<file path="config.mk">
export PLATFORM = sky130hd
export DESIGN_NAME = standby_mode_controller
export DESIGN_NICKNAME = d
export VERILOG_FILES = /design/src/include/standby_pkg.sv /design/src/rtl/standby_mode_controller.sv /design/src/rtl/wake_sync.sv
export SDC_FILE = /design/constraint.sdc
export NUM_CORES = 1
export LEC_CHECK = 0
export BUFFER_PORTS_ARGS = -buffer_cell sky130_fd_sc_hd__buf_4
export CORE_MARGIN = 1
export CORE_UTILIZATION = 55
export CTS_BUF_LIST = sky130_fd_sc_hd__clkbuf_16
export DETAILED_ROUTE_END_ITERATION = 10
export PLACE_DENSITY = 0.89
export SETUP_SLACK_MARGIN = 0.2
export SKIP_LAST_GASP = 1
export SYNTH_ARGS = -nofsm -noshare
export SYNTH_HDL_FRONTEND = slang
export SYNTH_SLANG_ARGS = --single-unit
</file>
<file path="constraint.sdc">
create_clock -name core_clk -period 2.4 [get_ports core_clk]
set_input_delay 0.24 -clock core_clk [delete_from_list [all_inputs] [get_ports core_clk]]
set_output_delay 0.24 -clock core_clk [all_outputs]
set_load 0.02 [all_outputs]
</file>
<file path="src/include/standby_pkg.sv">
/*
  Shared constants, types and states for the standby mode controller.
  Assumes one 40 MHz core clock and an asynchronous active-low reset.
*/
package standby_pkg;

  localparam logic [1:0] REQ_NONE = 2'h0;
  localparam logic [1:0] REQ_HALT = 2'h1;
  localparam logic [1:0] REQ_DEEP_STOP = 2'h2;
  localparam logic [1:0] REQ_XTAL_KEEP = 2'h3;

  // Oscillator settle time in microseconds and its cycle count at 40 MHz
  localparam int SETTLE_US = 100;
  localparam int CLK_MHZ = 40;
  localparam int SETTLE_CYCLES = SETTLE_US * CLK_MHZ;
  localparam int CNT_W = 16;

  typedef enum logic [2:0] {
    ST_RUN,
    ST_HALT,
    ST_DEEP_STOP,
    ST_XTAL_KEEP,
    ST_SETTLE
  } mode_state_t;

  // Wake sources, used raw and after synchronising to the core clock
  typedef struct packed {
    logic sys_reset;
    logic ext_irq_line_a;
    logic ext_irq_line_b;
    logic ext_irq_line_c;
    logic ext_irq_line_e;
    logic ext_irq_line_f;
    logic port0_irq;
    logic base_timer_irq;
    logic remote_rx_irq;
    logic other_irq;
  } wake_src_t;

  // Clock and execution gating outputs
  typedef struct packed {
    logic cpu_run;
    logic periph_run;
    logic base_timer_run;
    logic ceramic_resonator_osc_en;
    logic internal_rc_osc_en;
    logic crystal_osc_en;
  } gate_ctl_t;

endpackage

</file>
<file path="src/rtl/standby_mode_controller.sv">
/*
  Standby mode controller: halt, deep stop and crystal-keep stop.
  Assumes wake sources are asynchronous levels, the request port comes
  from the core on the same clock, and osc_stable from the clock block.
*/
`timescale 1ns/1ps
module standby_mode_controller #(
  parameter int SETTLE_CNT = standby_pkg::SETTLE_CYCLES
) (
  input wire logic core_clk, // 40 MHz core clock
  input wire logic reset_n, // Async reset, active low
  input wire logic [1:0] standby_req, // Entry request, one-cycle pulse
  input wire logic reset_pin_n, // Reset pin level, active low
  input wire logic wdt_lvd_reset, // Watchdog or low-voltage reset
  input wire logic ext_irq_line_a, // External line a request
  input wire logic ext_irq_line_b, // External line b request
  input wire logic ext_irq_line_c, // External line c request
  input wire logic ext_irq_line_e, // External line e request
  input wire logic ext_irq_line_f, // External line f request
  input wire logic line_a_level_mode, // Line a set to level detection
  input wire logic line_b_level_mode, // Line b set to level detection
  input wire logic port0_irq, // Port 0 request
  input wire logic base_timer_irq, // Base timer request
  input wire logic remote_rx_irq, // Remote receiver request
  input wire logic other_irq, // Any other interrupt request
  input wire logic crystal_running, // Crystal running before entry
  input wire logic osc_stable, // Restarted clock is stable
  output standby_pkg::gate_ctl_t gate_ctl, // Clock and execution gates
  output standby_pkg::mode_state_t mode // Current standby state
);

  standby_pkg::wake_src_t raw_src;
  standby_pkg::wake_src_t src;
  logic [1:0] mode_sync_raw;
  logic [1:0] mode_sync;
  logic stable_sync;
  logic any_irq;
  logic stop_wake;
  logic xtal_wake;
  logic crystal_kept;
  logic next_crystal_kept;
  logic [standby_pkg::CNT_W-1:0] settle;
  logic [standby_pkg::CNT_W-1:0] next_settle;
  standby_pkg::mode_state_t next_mode;
  standby_pkg::gate_ctl_t next_gate_ctl;

  // Settle count has reached its end point
  function automatic logic settle_done(input logic [standby_pkg::CNT_W-1:0] cnt);
    settle_done = (cnt >= standby_pkg::CNT_W'(SETTLE_CNT - 1));
  endfunction

  // Gather asynchronous wake sources for synchronising
  always_comb
  begin
    raw_src.sys_reset = ~reset_pin_n | wdt_lvd_reset;
    raw_src.ext_irq_line_a = ext_irq_line_a;
    raw_src.ext_irq_line_b = ext_irq_line_b;
    raw_src.ext_irq_line_c = ext_irq_line_c;
    raw_src.ext_irq_line_e = ext_irq_line_e;
    raw_src.ext_irq_line_f = ext_irq_line_f;
    raw_src.port0_irq = port0_irq;
    raw_src.base_timer_irq = base_timer_irq;
    raw_src.remote_rx_irq = remote_rx_irq;
    raw_src.other_irq = other_irq;
    mode_sync_raw = {line_b_level_mode, line_a_level_mode};
  end

  wake_sync #(
    .WIDTH($bits(standby_pkg::wake_src_t) + 3)
  ) u_sync (
    .core_clk(core_clk),
    .reset_n(reset_n),
    .async_in({raw_src, mode_sync_raw, osc_stable}),
    .sync_out({src, mode_sync, stable_sync})
  );

  // Wake qualification per state
  always_comb
  begin
    any_irq = src.ext_irq_line_a | src.ext_irq_line_b | src.ext_irq_line_c
      | src.ext_irq_line_e | src.ext_irq_line_f | src.port0_irq
      | src.base_timer_irq | src.remote_rx_irq | src.other_irq;
    stop_wake = (src.ext_irq_line_a & mode_sync[0])
      | (src.ext_irq_line_b & mode_sync[1])
      | src.ext_irq_line_c | src.ext_irq_line_e | src.ext_irq_line_f
      | src.port0_irq;
    xtal_wake = stop_wake | src.base_timer_irq | src.remote_rx_irq;
  end

  // Next state of the standby machine
  always_comb
  begin
    next_mode = mode;
    case (mode)
      standby_pkg::ST_RUN:
      begin
        if (standby_req == standby_pkg::REQ_HALT)
          next_mode = standby_pkg::ST_HALT;
        else if (standby_req == standby_pkg::REQ_DEEP_STOP)
          next_mode = standby_pkg::ST_DEEP_STOP;
        else if (standby_req == standby_pkg::REQ_XTAL_KEEP)
        begin
          next_mode = standby_pkg::ST_XTAL_KEEP;
        end
      end
      standby_pkg::ST_HALT:
        if (src.sys_reset || any_irq)
          next_mode = standby_pkg::ST_RUN;
      standby_pkg::ST_DEEP_STOP:
      begin
        if (src.sys_reset)
          next_mode = standby_pkg::ST_RUN;
        else if (stop_wake)
        begin
          next_mode = standby_pkg::ST_SETTLE;
        end
      end
      standby_pkg::ST_XTAL_KEEP:
      begin
        if (src.sys_reset)
          next_mode = standby_pkg::ST_RUN;
        else if (xtal_wake)
        begin
          next_mode = standby_pkg::ST_SETTLE;
        end
      end
      standby_pkg::ST_SETTLE:
      begin
        if (src.sys_reset)
          next_mode = standby_pkg::ST_RUN;
        else if (settle_done(settle) && stable_sync)
          next_mode = standby_pkg::ST_RUN;
      end
      default:
        next_mode = standby_pkg::ST_RUN;
    endcase
  end

  // Settle counter: cleared on entry to settle, stops at its end point
  always_comb
  begin
    next_settle = settle;
    if (next_mode == standby_pkg::ST_SETTLE && mode != standby_pkg::ST_SETTLE)
      next_settle = '0;
    else if (mode == standby_pkg::ST_SETTLE && !settle_done(settle))
      next_settle = settle + 1'b1;
  end

  // Settle counter register
  always_ff @(posedge core_clk or negedge reset_n)
  begin
    if (!reset_n)
      settle <= '0;
    else
      settle <= next_settle;
  end

  // Crystal condition captured on the edge that enters crystal-keep
  always_comb
  begin
    next_crystal_kept = crystal_kept;
    if (mode == standby_pkg::ST_RUN && next_mode == standby_pkg::ST_XTAL_KEEP)
      next_crystal_kept = crystal_running;
  end

  // Kept crystal condition register
  always_ff @(posedge core_clk or negedge reset_n)
  begin
    if (!reset_n)
      crystal_kept <= 1'b0;
    else
      crystal_kept <= next_crystal_kept;
  end

  // Gate outputs from the next state, so gates and mode change together
  always_comb
  begin
    next_gate_ctl = '1;
    case (next_mode)
      standby_pkg::ST_RUN:
        next_gate_ctl = '1;
      // Halt stops execution only; oscillators stay as they were
      standby_pkg::ST_HALT:
        next_gate_ctl.cpu_run = 1'b0;
      standby_pkg::ST_DEEP_STOP:
      begin
        next_gate_ctl.cpu_run = 1'b0;
        next_gate_ctl.periph_run = 1'b0;
        next_gate_ctl.base_timer_run = 1'b0;
        next_gate_ctl.ceramic_resonator_osc_en = 1'b0;
        next_gate_ctl.internal_rc_osc_en = 1'b0;
        next_gate_ctl.crystal_osc_en = 1'b0;
      end
      standby_pkg::ST_XTAL_KEEP:
      begin
        next_gate_ctl.cpu_run = 1'b0;
        next_gate_ctl.periph_run = 1'b0;
        next_gate_ctl.base_timer_run = 1'b1;
        next_gate_ctl.ceramic_resonator_osc_en = 1'b0;
        next_gate_ctl.internal_rc_osc_en = 1'b0;
        next_gate_ctl.crystal_osc_en = next_crystal_kept;
      end
      // Oscillators restart; execution waits for the settle count
      standby_pkg::ST_SETTLE:
      begin
        next_gate_ctl.cpu_run = 1'b0;
        next_gate_ctl.periph_run = 1'b0;
        next_gate_ctl.base_timer_run = 1'b0;
      end
      default:
        next_gate_ctl = '1;
    endcase
  end

  // State and gate registers
  always_ff @(posedge core_clk or negedge reset_n)
  begin
    if (!reset_n)
    begin
      mode <= standby_pkg::ST_RUN;
      gate_ctl <= '1;
    end
    else
    begin
      mode <= next_mode;
      gate_ctl <= next_gate_ctl;
    end
  end

endmodule

</file>
<file path="src/rtl/wake_sync.sv">
/*
  Two-flip-flop synchroniser for a vector of asynchronous levels.
  Assumes the inputs are levels held for more than two core clocks.
*/
`timescale 1ns/1ps
module wake_sync #(
  parameter int WIDTH = 10
) (
  input wire logic core_clk, // Core clock
  input wire logic reset_n, // Async reset, active low
  input wire logic [WIDTH-1:0] async_in, // Raw levels
  output logic [WIDTH-1:0] sync_out // Synchronised levels
);

  logic [WIDTH-1:0] meta;
  logic [WIDTH-1:0] next_meta;
  logic [WIDTH-1:0] next_sync_out;

  // Shift through the two stages
  always_comb
  begin
    next_meta = async_in;
    next_sync_out = meta;
  end

  always_ff @(posedge core_clk or negedge reset_n)
  begin
    if (!reset_n)
    begin
      meta <= '0;
      sync_out <= '0;
    end
    else
    begin
      meta <= next_meta;
      sync_out <= next_sync_out;
    end
  end

endmodule

</file>
==> run metrics, run 1 <==
DR pass1 iterations 4; largest net degree at the start of global routing 52; top cells by area, synth dfrtp_1 59%, dfstp_2 6.7%, o31ai_1 2.7%; vias 1330; Worst Tran Pin Value 0.6187 ns; Post-Layout Cell Count 230; CP Class reg -> reg; Slew Viols, Final 0; vias in the first global route around 1300; first-pass GRT wire length 5.582 mm; Area after DPL 0.002215 mm^2; Initial Util 0.5799; crit share post-route 0.7820; # port buffers 27; Sink Count 51; Post-route DRC 0; RSZ-0062 raised after global routing no; diode count 0; Inserted Clock Buffers 5; Total GRT Usage 0.2102; Resize count post-CTS 0; Via density 5.783; GPL Wtd Cong 0.9009; WL/cell 15.36 um; r2r setup slk 0.52 ns; crit path capture type flop; syn nets between 150 and 200; slew margin rel. 0.5875; FF-to-FF path depth 6; final setup vio count 0; Max-Cap Viols 0; Core Util, Final 0.6980; Final Cell Area around 0.0024 mm^2; mapped cell area 0.001966 mm^2; later-pin clock latency in the skew report between 0.2 and 0.3 ns; Seq cells post-synth 51; Total Nets Final about 200; global route overflow 0; worst reg2reg path endpoint settle[9]$_DFFE_PN0P_; Worst Path Arrival ~2.1 ns; final worst setup slack 0.5233 ns; Synth area leader dfrtp_1; IO Count 28; wirelength, routed 3.533 mm; ANT nets after route 0; crit-path max FO 11; Hold Path Depth 1; initial antenna violation count 0; yosys warns 0; CTS Buffer Depth 2; Period minus WS final around 1.9 ns; Hold Startpoint line_b_level_mode; Pwr per Cell Area 788.2 mW/mm^2; clk root buf clkbuf_16; worst hold path type in -> reg; post-synth cell types 41; Main synth FF type dfrtp_1; Die Y 61.78 um; # placed instances 221; layout cell share with drive strength beyond 1 0.2935; Post-synth EDFFs 0; Post-CTS Hold Fix Bufs 1; syn_area_per_cell 13.10 um^2; Fmax 532.8 MHz; Die Wd roughly 62 um; post-CTS setup buffer count 0; Layout Skew 0.005342 ns; status complete, no violations; Cells after Synth 150; final hold violation count 0; nature of the critical path startpoint flop; Lkg Pwr about 1.1 nW; DR iter-0 viols 85; origin of the critical flop-to-flop path settle[0]$_DFFE_PN0P_; htree depth 2; core area 0.003390 mm^2; area grow syn2layout 20.37%; post-synth top area share 0.5856; sequential share of the synthesized area 0.6525; # rows 21; clock slew at reported path FFs 0.06 ns; detailed placement HPWL 2.458 mm; Setup Total Neg Slack 0 ns; Post-synth ARST share 1.000; die area ~0.0038 mm^2; Hold Path Sink u_sync.meta[2]$_DFF_PN0_; Max VDD drop approximately 0.54 mV; CTS tree built; Post-Place Worst Slack 0.5398 ns; CP required 2.61 ns
==> through the flow <==
stage,power [W],hold slack (ns)
global placement,0.001189,0.2769
detailed placement,0.001207,0.2998
finish,0.001865,0.05443
CTS,0.001885,0.05122
floorplan,0.001105,-0.05559
global route,0.001940,0.04607
==> flip-flops by register name (all words and copies together), names as in the netlist <==
register,count
gate_ctl,5
mode,3
settle,16
u_sync.sync_out,13
crystal_kept,1
u_sync.meta,13
==> cells by family after synthesis <==
| family | Yosys count | share of synthesized area |
|---|---|---|
| fa+ha+maj | 1 | 0.006364 |
| simple gates | 55 | 0.1884 |
| mux | 3 | 0.01655 |
| compound gates | 31 | 0.1114 |
| buf+inv | 9 | 0.02482 |
| flops | 51 | 0.6525 |
==> critical path, stage by stage (launching register included) <==
cell and delay [ns]:
dfrtp_1 0.42, ha_1 0.28, nand4_1 0.15, a211oi_2 0.09, buf_4 0.18, or4_1 0.51, a21oi_1 0.17
==> area by class of cell <==
| cell class | count | area (um^2) |
|---|---|---|
| Tap cell | 46 | 57.56 |
| Fill cell | 232 | 1023 |
| Clock inverter | 3 | 16.27 |
| Inverter | 4 | 15.01 |
| Timing Repair Buffer | 31 | 235.2 |
| Multi-Input combinational cell | 90 | 634.4 |
| Clock buffer | 5 | 125.1 |
| Sequential cell | 51 | 1282 |
==> worst max path at each step <==
stage / start / endpoint / slack (ns) / cells past startpoint
after CTS: settle[0]$_DFFE_PN0P_ / settle[9]$_DFFE_PN0P_ / 0.52 / 6
final: settle[0]$_DFFE_PN0P_ / settle[9]$_DFFE_PN0P_ / 0.52 / 6
after detailed placement: settle[0]$_DFFE_PN0P_ / settle[9]$_DFFE_PN0P_ / 0.54 / 6
after floorplan: settle[0]$_DFFE_PN0P_ / settle[2]$_DFFE_PN0P_ / 0.66 / 7
after global placement: settle[0]$_DFFE_PN0P_ / settle[9]$_DFFE_PN0P_ / 0.61 / 6
after global routing: mode[1]$_DFF_PN0_ / settle[10]$_DFFE_PN0P_ / 0.41 / 4
==> cell usage after synthesis, types with 2 or more instances <==
cell type,count
and3_1,2
nor2_1,4
a41o_1,2
or4_4,2
dfstp_2,5
o31ai_1,7
or4_1,7
nor2b_1,5
nor3_1,5
o21ai_0,4
nand4_1,3
a21oi_1,10
nand2_1,5
or3b_1,2
buf_2,3
nand3_1,10
mux2_2,2
inv_1,4
dfrtp_1,46
==> layer usage <==
metal	track usage	wire length (um)	vias up	part of all wire
met4	0.1270	75	0	0.021
met5	0	0	-	0
met2	0.3548	1884	44	0.53
met1	0.2469	1421	662	0.40
li1	-	-	616	-
met3	0.04555	151	8	0.043
==> power by group <==
group / total, W / internal [W] / switching, W
sequential: 0.000988 / 0.000936 / 0.0000520
clock: 0.000674 / 0.000380 / 0.000293
combinational: 0.000203 / 0.0000944 / 0.000108
total: 0.00186 / 0.00141 / 0.000454
==> cell usage in the layout, fill, tap and decap left out, types with 2 or more instances in the layout <==
| master | n |
|---|---|
| nand4_1 | 3 |
| nand2_1 | 5 |
| mux2_2 | 2 |
| o21ai_0 | 4 |
| o31ai_1 | 7 |
| dfstp_2 | 5 |
| buf_4 | 30 |
| or4_1 | 7 |
| or3b_1 | 2 |
| inv_1 | 5 |
| a41o_1 | 2 |
| nor2b_1 | 5 |
| nor3_1 | 5 |
| and3_1 | 2 |
| nor2_1 | 4 |
| clkbuf_16 | 5 |
| or4_4 | 2 |
| nand3_1 | 10 |
| a21oi_1 | 10 |
| dfrtp_1 | 46 |
No activity file was read; power rests on OpenSTA's default activity.
==> run 2: changes to the inputs <==
Settings changed: ABC_AREA set to 1.
Clock period 2.4 ns to 1.8 ns, I/O delays scaled along.
==> run 2 against run 1 <==
Register-to-register slack lost 0.25 ns; largest cell class unchanged; core utilization rose by 8.4 points; sequential cell count stayed put; clock-buffer cell count unchanged; highest routed layer unchanged; critical path type unchanged; critical path depth is 3 higher; non-clock buffer count grew 17; synthesized cell count is 34% higher; critical endpoint is now settle[10]$_DFFE_PN0P_.
==> run metrics, run 2 <==
nature of the critical path startpoint flop; Via density 5.282 (-8.7%); first-pass GRT wire length 7.238 mm (+30%); syn nets 221 (+30%); commonest non-fill, non-tap cell in the layout dfrtp_1; sequential share of the synthesized area 0.6171 (-0.03535); Max-Cap Viols 0 (unchanged); Total Nets Final 274 (+35%); Seq cells post-synth 51 (unchanged); DR pass1 iterations 4 (unchanged); CTS tree built; slew margin rel. 0.6012 (+0.01368); Post-synth ARST share 1.000 (unchanged); met2 wire len 2.496 mm (+32%); Post-route DRC 0 (unchanged); CP delay by family, top simple AND/OR/NAND/NOR gates; Fillers 202 (-13%); max reg flops 16 (unchanged); CP dominant cell by count nand2_2; mapped cell area 0.002078 mm^2 (+5.7%); Initial Util 0.5992 (+0.01929); Hold Path Depth 2 (+1); area grow syn2layout 30.52%; Top Registers settle: 16 flops, u_sync.meta: 13 flops, u_sync.sync_out: 13 flops; vias in the first global route 1596 (+25%); Die Wd 63.47 um (+2.7%); yosys warns 0 (unchanged); clock slew at reported path FFs 0.07 ns (about the same); post-synth top area share 0.5539 (-0.03173); top cells by area, synth dfrtp_1 55%, nand2_1 7.6%, dfstp_2 6.3%; Inserted Clock Buffers 5 (unchanged); worst hold path type in -> reg; syn_area_per_cell 10.34 um^2 (-21%); Crit. path cell count 9 (+3); Main synth FF type dfrtp_1; Critical-path top delay cell dfrtp_1; combinational share of power 0.184 (+0.075); largest register by flop count settle; crit path capture type flop; Sw Ratio 0.2829 (+0.03965); Clk pwr share 0.343 (-0.018); total power 0.002838 W (+52%); Register Area 0.001282 mm^2 (unchanged); core area 0.003468 mm^2 (+2.3%); commonest cells after routing, fill and taps aside 46 x dfrtp_1, 39 x nand2_1, 32 x buf_4, 23 x inv_1, 20 x nor2_1; crit share post-route 0.8504 (+0.06846); later-pin clock latency in the skew report 0.30 ns (about the same); Synth area leader dfrtp_1; # port buffers 27 (unchanged); Worst Tran Pin Value 0.5982 ns (-0.02052 ns); most instantiated cells after synthesis 46 x dfrtp_1, 42 x nand2_1, 23 x inv_1; Switching Power 0.0008029 W (+77%); Layout Skew 0.007055 ns (+0.001713 ns); Seq pwr share 0.473 (-0.057); Area after DPL 0.002323 mm^2 (+4.9%); Slew Viols, Final 0 (unchanged); Pwr per Cell Area 1046 mW/mm^2 (+33%); WL/cell 15.02 um (-2.2%); GPL Wtd Cong 0.9286 (+3.1%); htree depth 2 (unchanged); Die Y 63.47 um (+2.7%); area of the multi-input gates 701.9 um^2 (+11%); CP Class reg -> reg; M1 WL 1.698 mm (+19%); Sink Count 51 (unchanged); initial antenna violation count 0 (unchanged); CTS Buffer Depth 2 (unchanged); layout cell share with drive strength beyond 1 0.3137 (+0.02025); CP required 1.99 ns (-0.62 ns); CP Buf/Inv Count 1 (unchanged); clk root buf clkbuf_16; Post-Layout Cell Count 301 (+31%); Final Cell Area 0.002713 mm^2 (+15%); vias 1590 (+20%); IO Count 28 (unchanged); wirelength, routed 4.521 mm (+28%); DR iter-0 viols 108 (+27%); Worst path max stage delay 0.39 ns (-0.12 ns); # rows 21 (unchanged); count leader, synth dfrtp_1; global route overflow 0 (unchanged); Max VDD drop 0.7249 mV (+34%); RSZ-0062 raised after global routing no; cells along the critical path ha_2, nand2_2, o21ai_2, nand2_2, nand3_4, nand2_4, buf_12, nand3b_4, nand2_2; post-synth cell types 30 (-27%); Cells after Synth 201 (+34%); status complete, no violations; die area 0.004028 mm^2 (+5.5%); Setup Total Neg Slack 0 ns (unchanged); Worst Path Arrival 1.72 ns (-0.36 ns); r2r setup slk 0.27 ns (-0.25 ns); final setup vio count 0 (unchanged); Total GRT Usage 0.2487 (+0.03852); detailed placement HPWL 2.434 mm (-0.94%); diode count 0 (unchanged); FF-to-FF path depth 9 (+3); crit-path max FO 6 (-5); largest net degree at the start of global routing 52 (unchanged); final hold violation count 0 (unchanged); Top Metal Used met4; Lkg Pwr 1.267 nW (+20%); Post-synth EDFFs 0 (unchanged); Period minus WS final 1.531 ns (-0.3460 ns); Int Pwr 0.002035 W (+44%); Fmax 653.3 MHz (+23%); ANT nets after route 0 (unchanged); routed wl met3 251 um (+66%); # placed instances 273 (+24%)
[run 2: changes by cell type after synthesis, sizes merged, moves of 4 or more]
| cell | delta |
|---|---|
| nor2b | -5 |
| xor2 | +4 |
| or4 | -9 |
| inv | +21 |
| nand4 | +4 |
| o31ai | -7 |
| o21ai | +8 |
| nor2 | +23 |
| nand3 | +4 |
| nand2 | +38 |
| a21oi | -10 |
[run 2: metrics by stage]
step	hold slack (ns)	util	worst slack, ns
6_report	0.05381	0.7821	0.2692
3_5_place_dp	0.2271	0.6699	0.1612
4_1_cts	0.03618	0.7655	0.2105
5_1_grt	0.05778	0.7821	0.1239
2_1_floorplan	-0.1156	-	0.3708
3_3_place_gp	0.2243	0.6699	0.2620
[run 2: area by class of cell]
class                      count  area share
inverter                      25     0.03552
tap                           46     0.02122
clock inverter                 3     0.01061
multi-input combinational    122      0.2588
clock buffer                   5     0.04613
sequential                    51      0.4728
timing repair inverter         1    0.002768
timing repair buffer          48      0.1522
[run 2: path summary, 6_finish.rpt]
kind,startpoint,endpoint
setup / recovery,settle[1]$_DFFE_PN0P_,settle[10]$_DFFE_PN0P_
hold / removal,reset_pin_n,u_sync.meta[12]$_DFF_PN0_
setup reg to reg,settle[1]$_DFFE_PN0P_,settle[10]$_DFFE_PN0P_
hold reg to reg,u_sync.meta[3]$_DFF_PN0_,u_sync.sync_out[3]$_DFF_PN0_
max in group asynchronous,reset_n,settle[10]$_DFFE_PN0P_
min in group asynchronous,reset_n,u_sync.meta[1]$_DFF_PN0_
[run 2: layer usage]
layer  GRT usage  vias to the layer above
met5           0                        -
met4      0.1136                        0
met3     0.05797                        8
met2      0.4388                       62
met1      0.2831                      773
li1            -                      747
[run 2: cells by family (layout without fill, tap and decap cells)]
| kind of cell | Yosys count | count (layout) | synth area share |
|---|---|---|---|
| adders and majority gates | 1 | 1 | 0.006020 |
| buffers and inverters | 28 | 82 | 0.05960 |
| DFF | 51 | 51 | 0.6171 |
| xor gates and xnor gates | 4 | 4 | 0.01686 |
| and+or+nand+nor | 103 | 103 | 0.2565 |
| AOI/OAI and AO/OA | 14 | 14 | 0.04395 |
[run 2: what timing repair did]
action                                  in CTS  in global routing
endpoints found under the setup margin       9                 20
pin swaps                                    1                  4
hold buffers                                13                  0
gates cloned                                 1                  0
gates resized for setup                      3                  9
setup buffers                                2                  4
endpoints found under the hold margin       58                  0
[run 2: worst reg2reg max path: stages, from the launching register on]
cell and delay (ns):
dfrtp_1 0.39, ha_2 0.23, nand2_2 0.09, o21ai_2 0.13, nand2_2 0.09, nand3_4 0.14, nand2_4 0.10, buf_12 0.15
nand3b_4 0.07, nand2_2 0.04
[run 2: power by group through the flow]
stage / Sequential [W] / Clock [W] / Combinational (W)
global route: 0.00135 / 0.00103 / 0.000572
detailed placement: 0.00136 / 0 / 0.000427
global placement: 0.00135 / 0 / 0.000412
CTS: 0.00134 / 0.000986 / 0.000474
finish: 0.00134 / 0.000973 / 0.000523
floorplan: 0.00140 / 0 / 0.000210
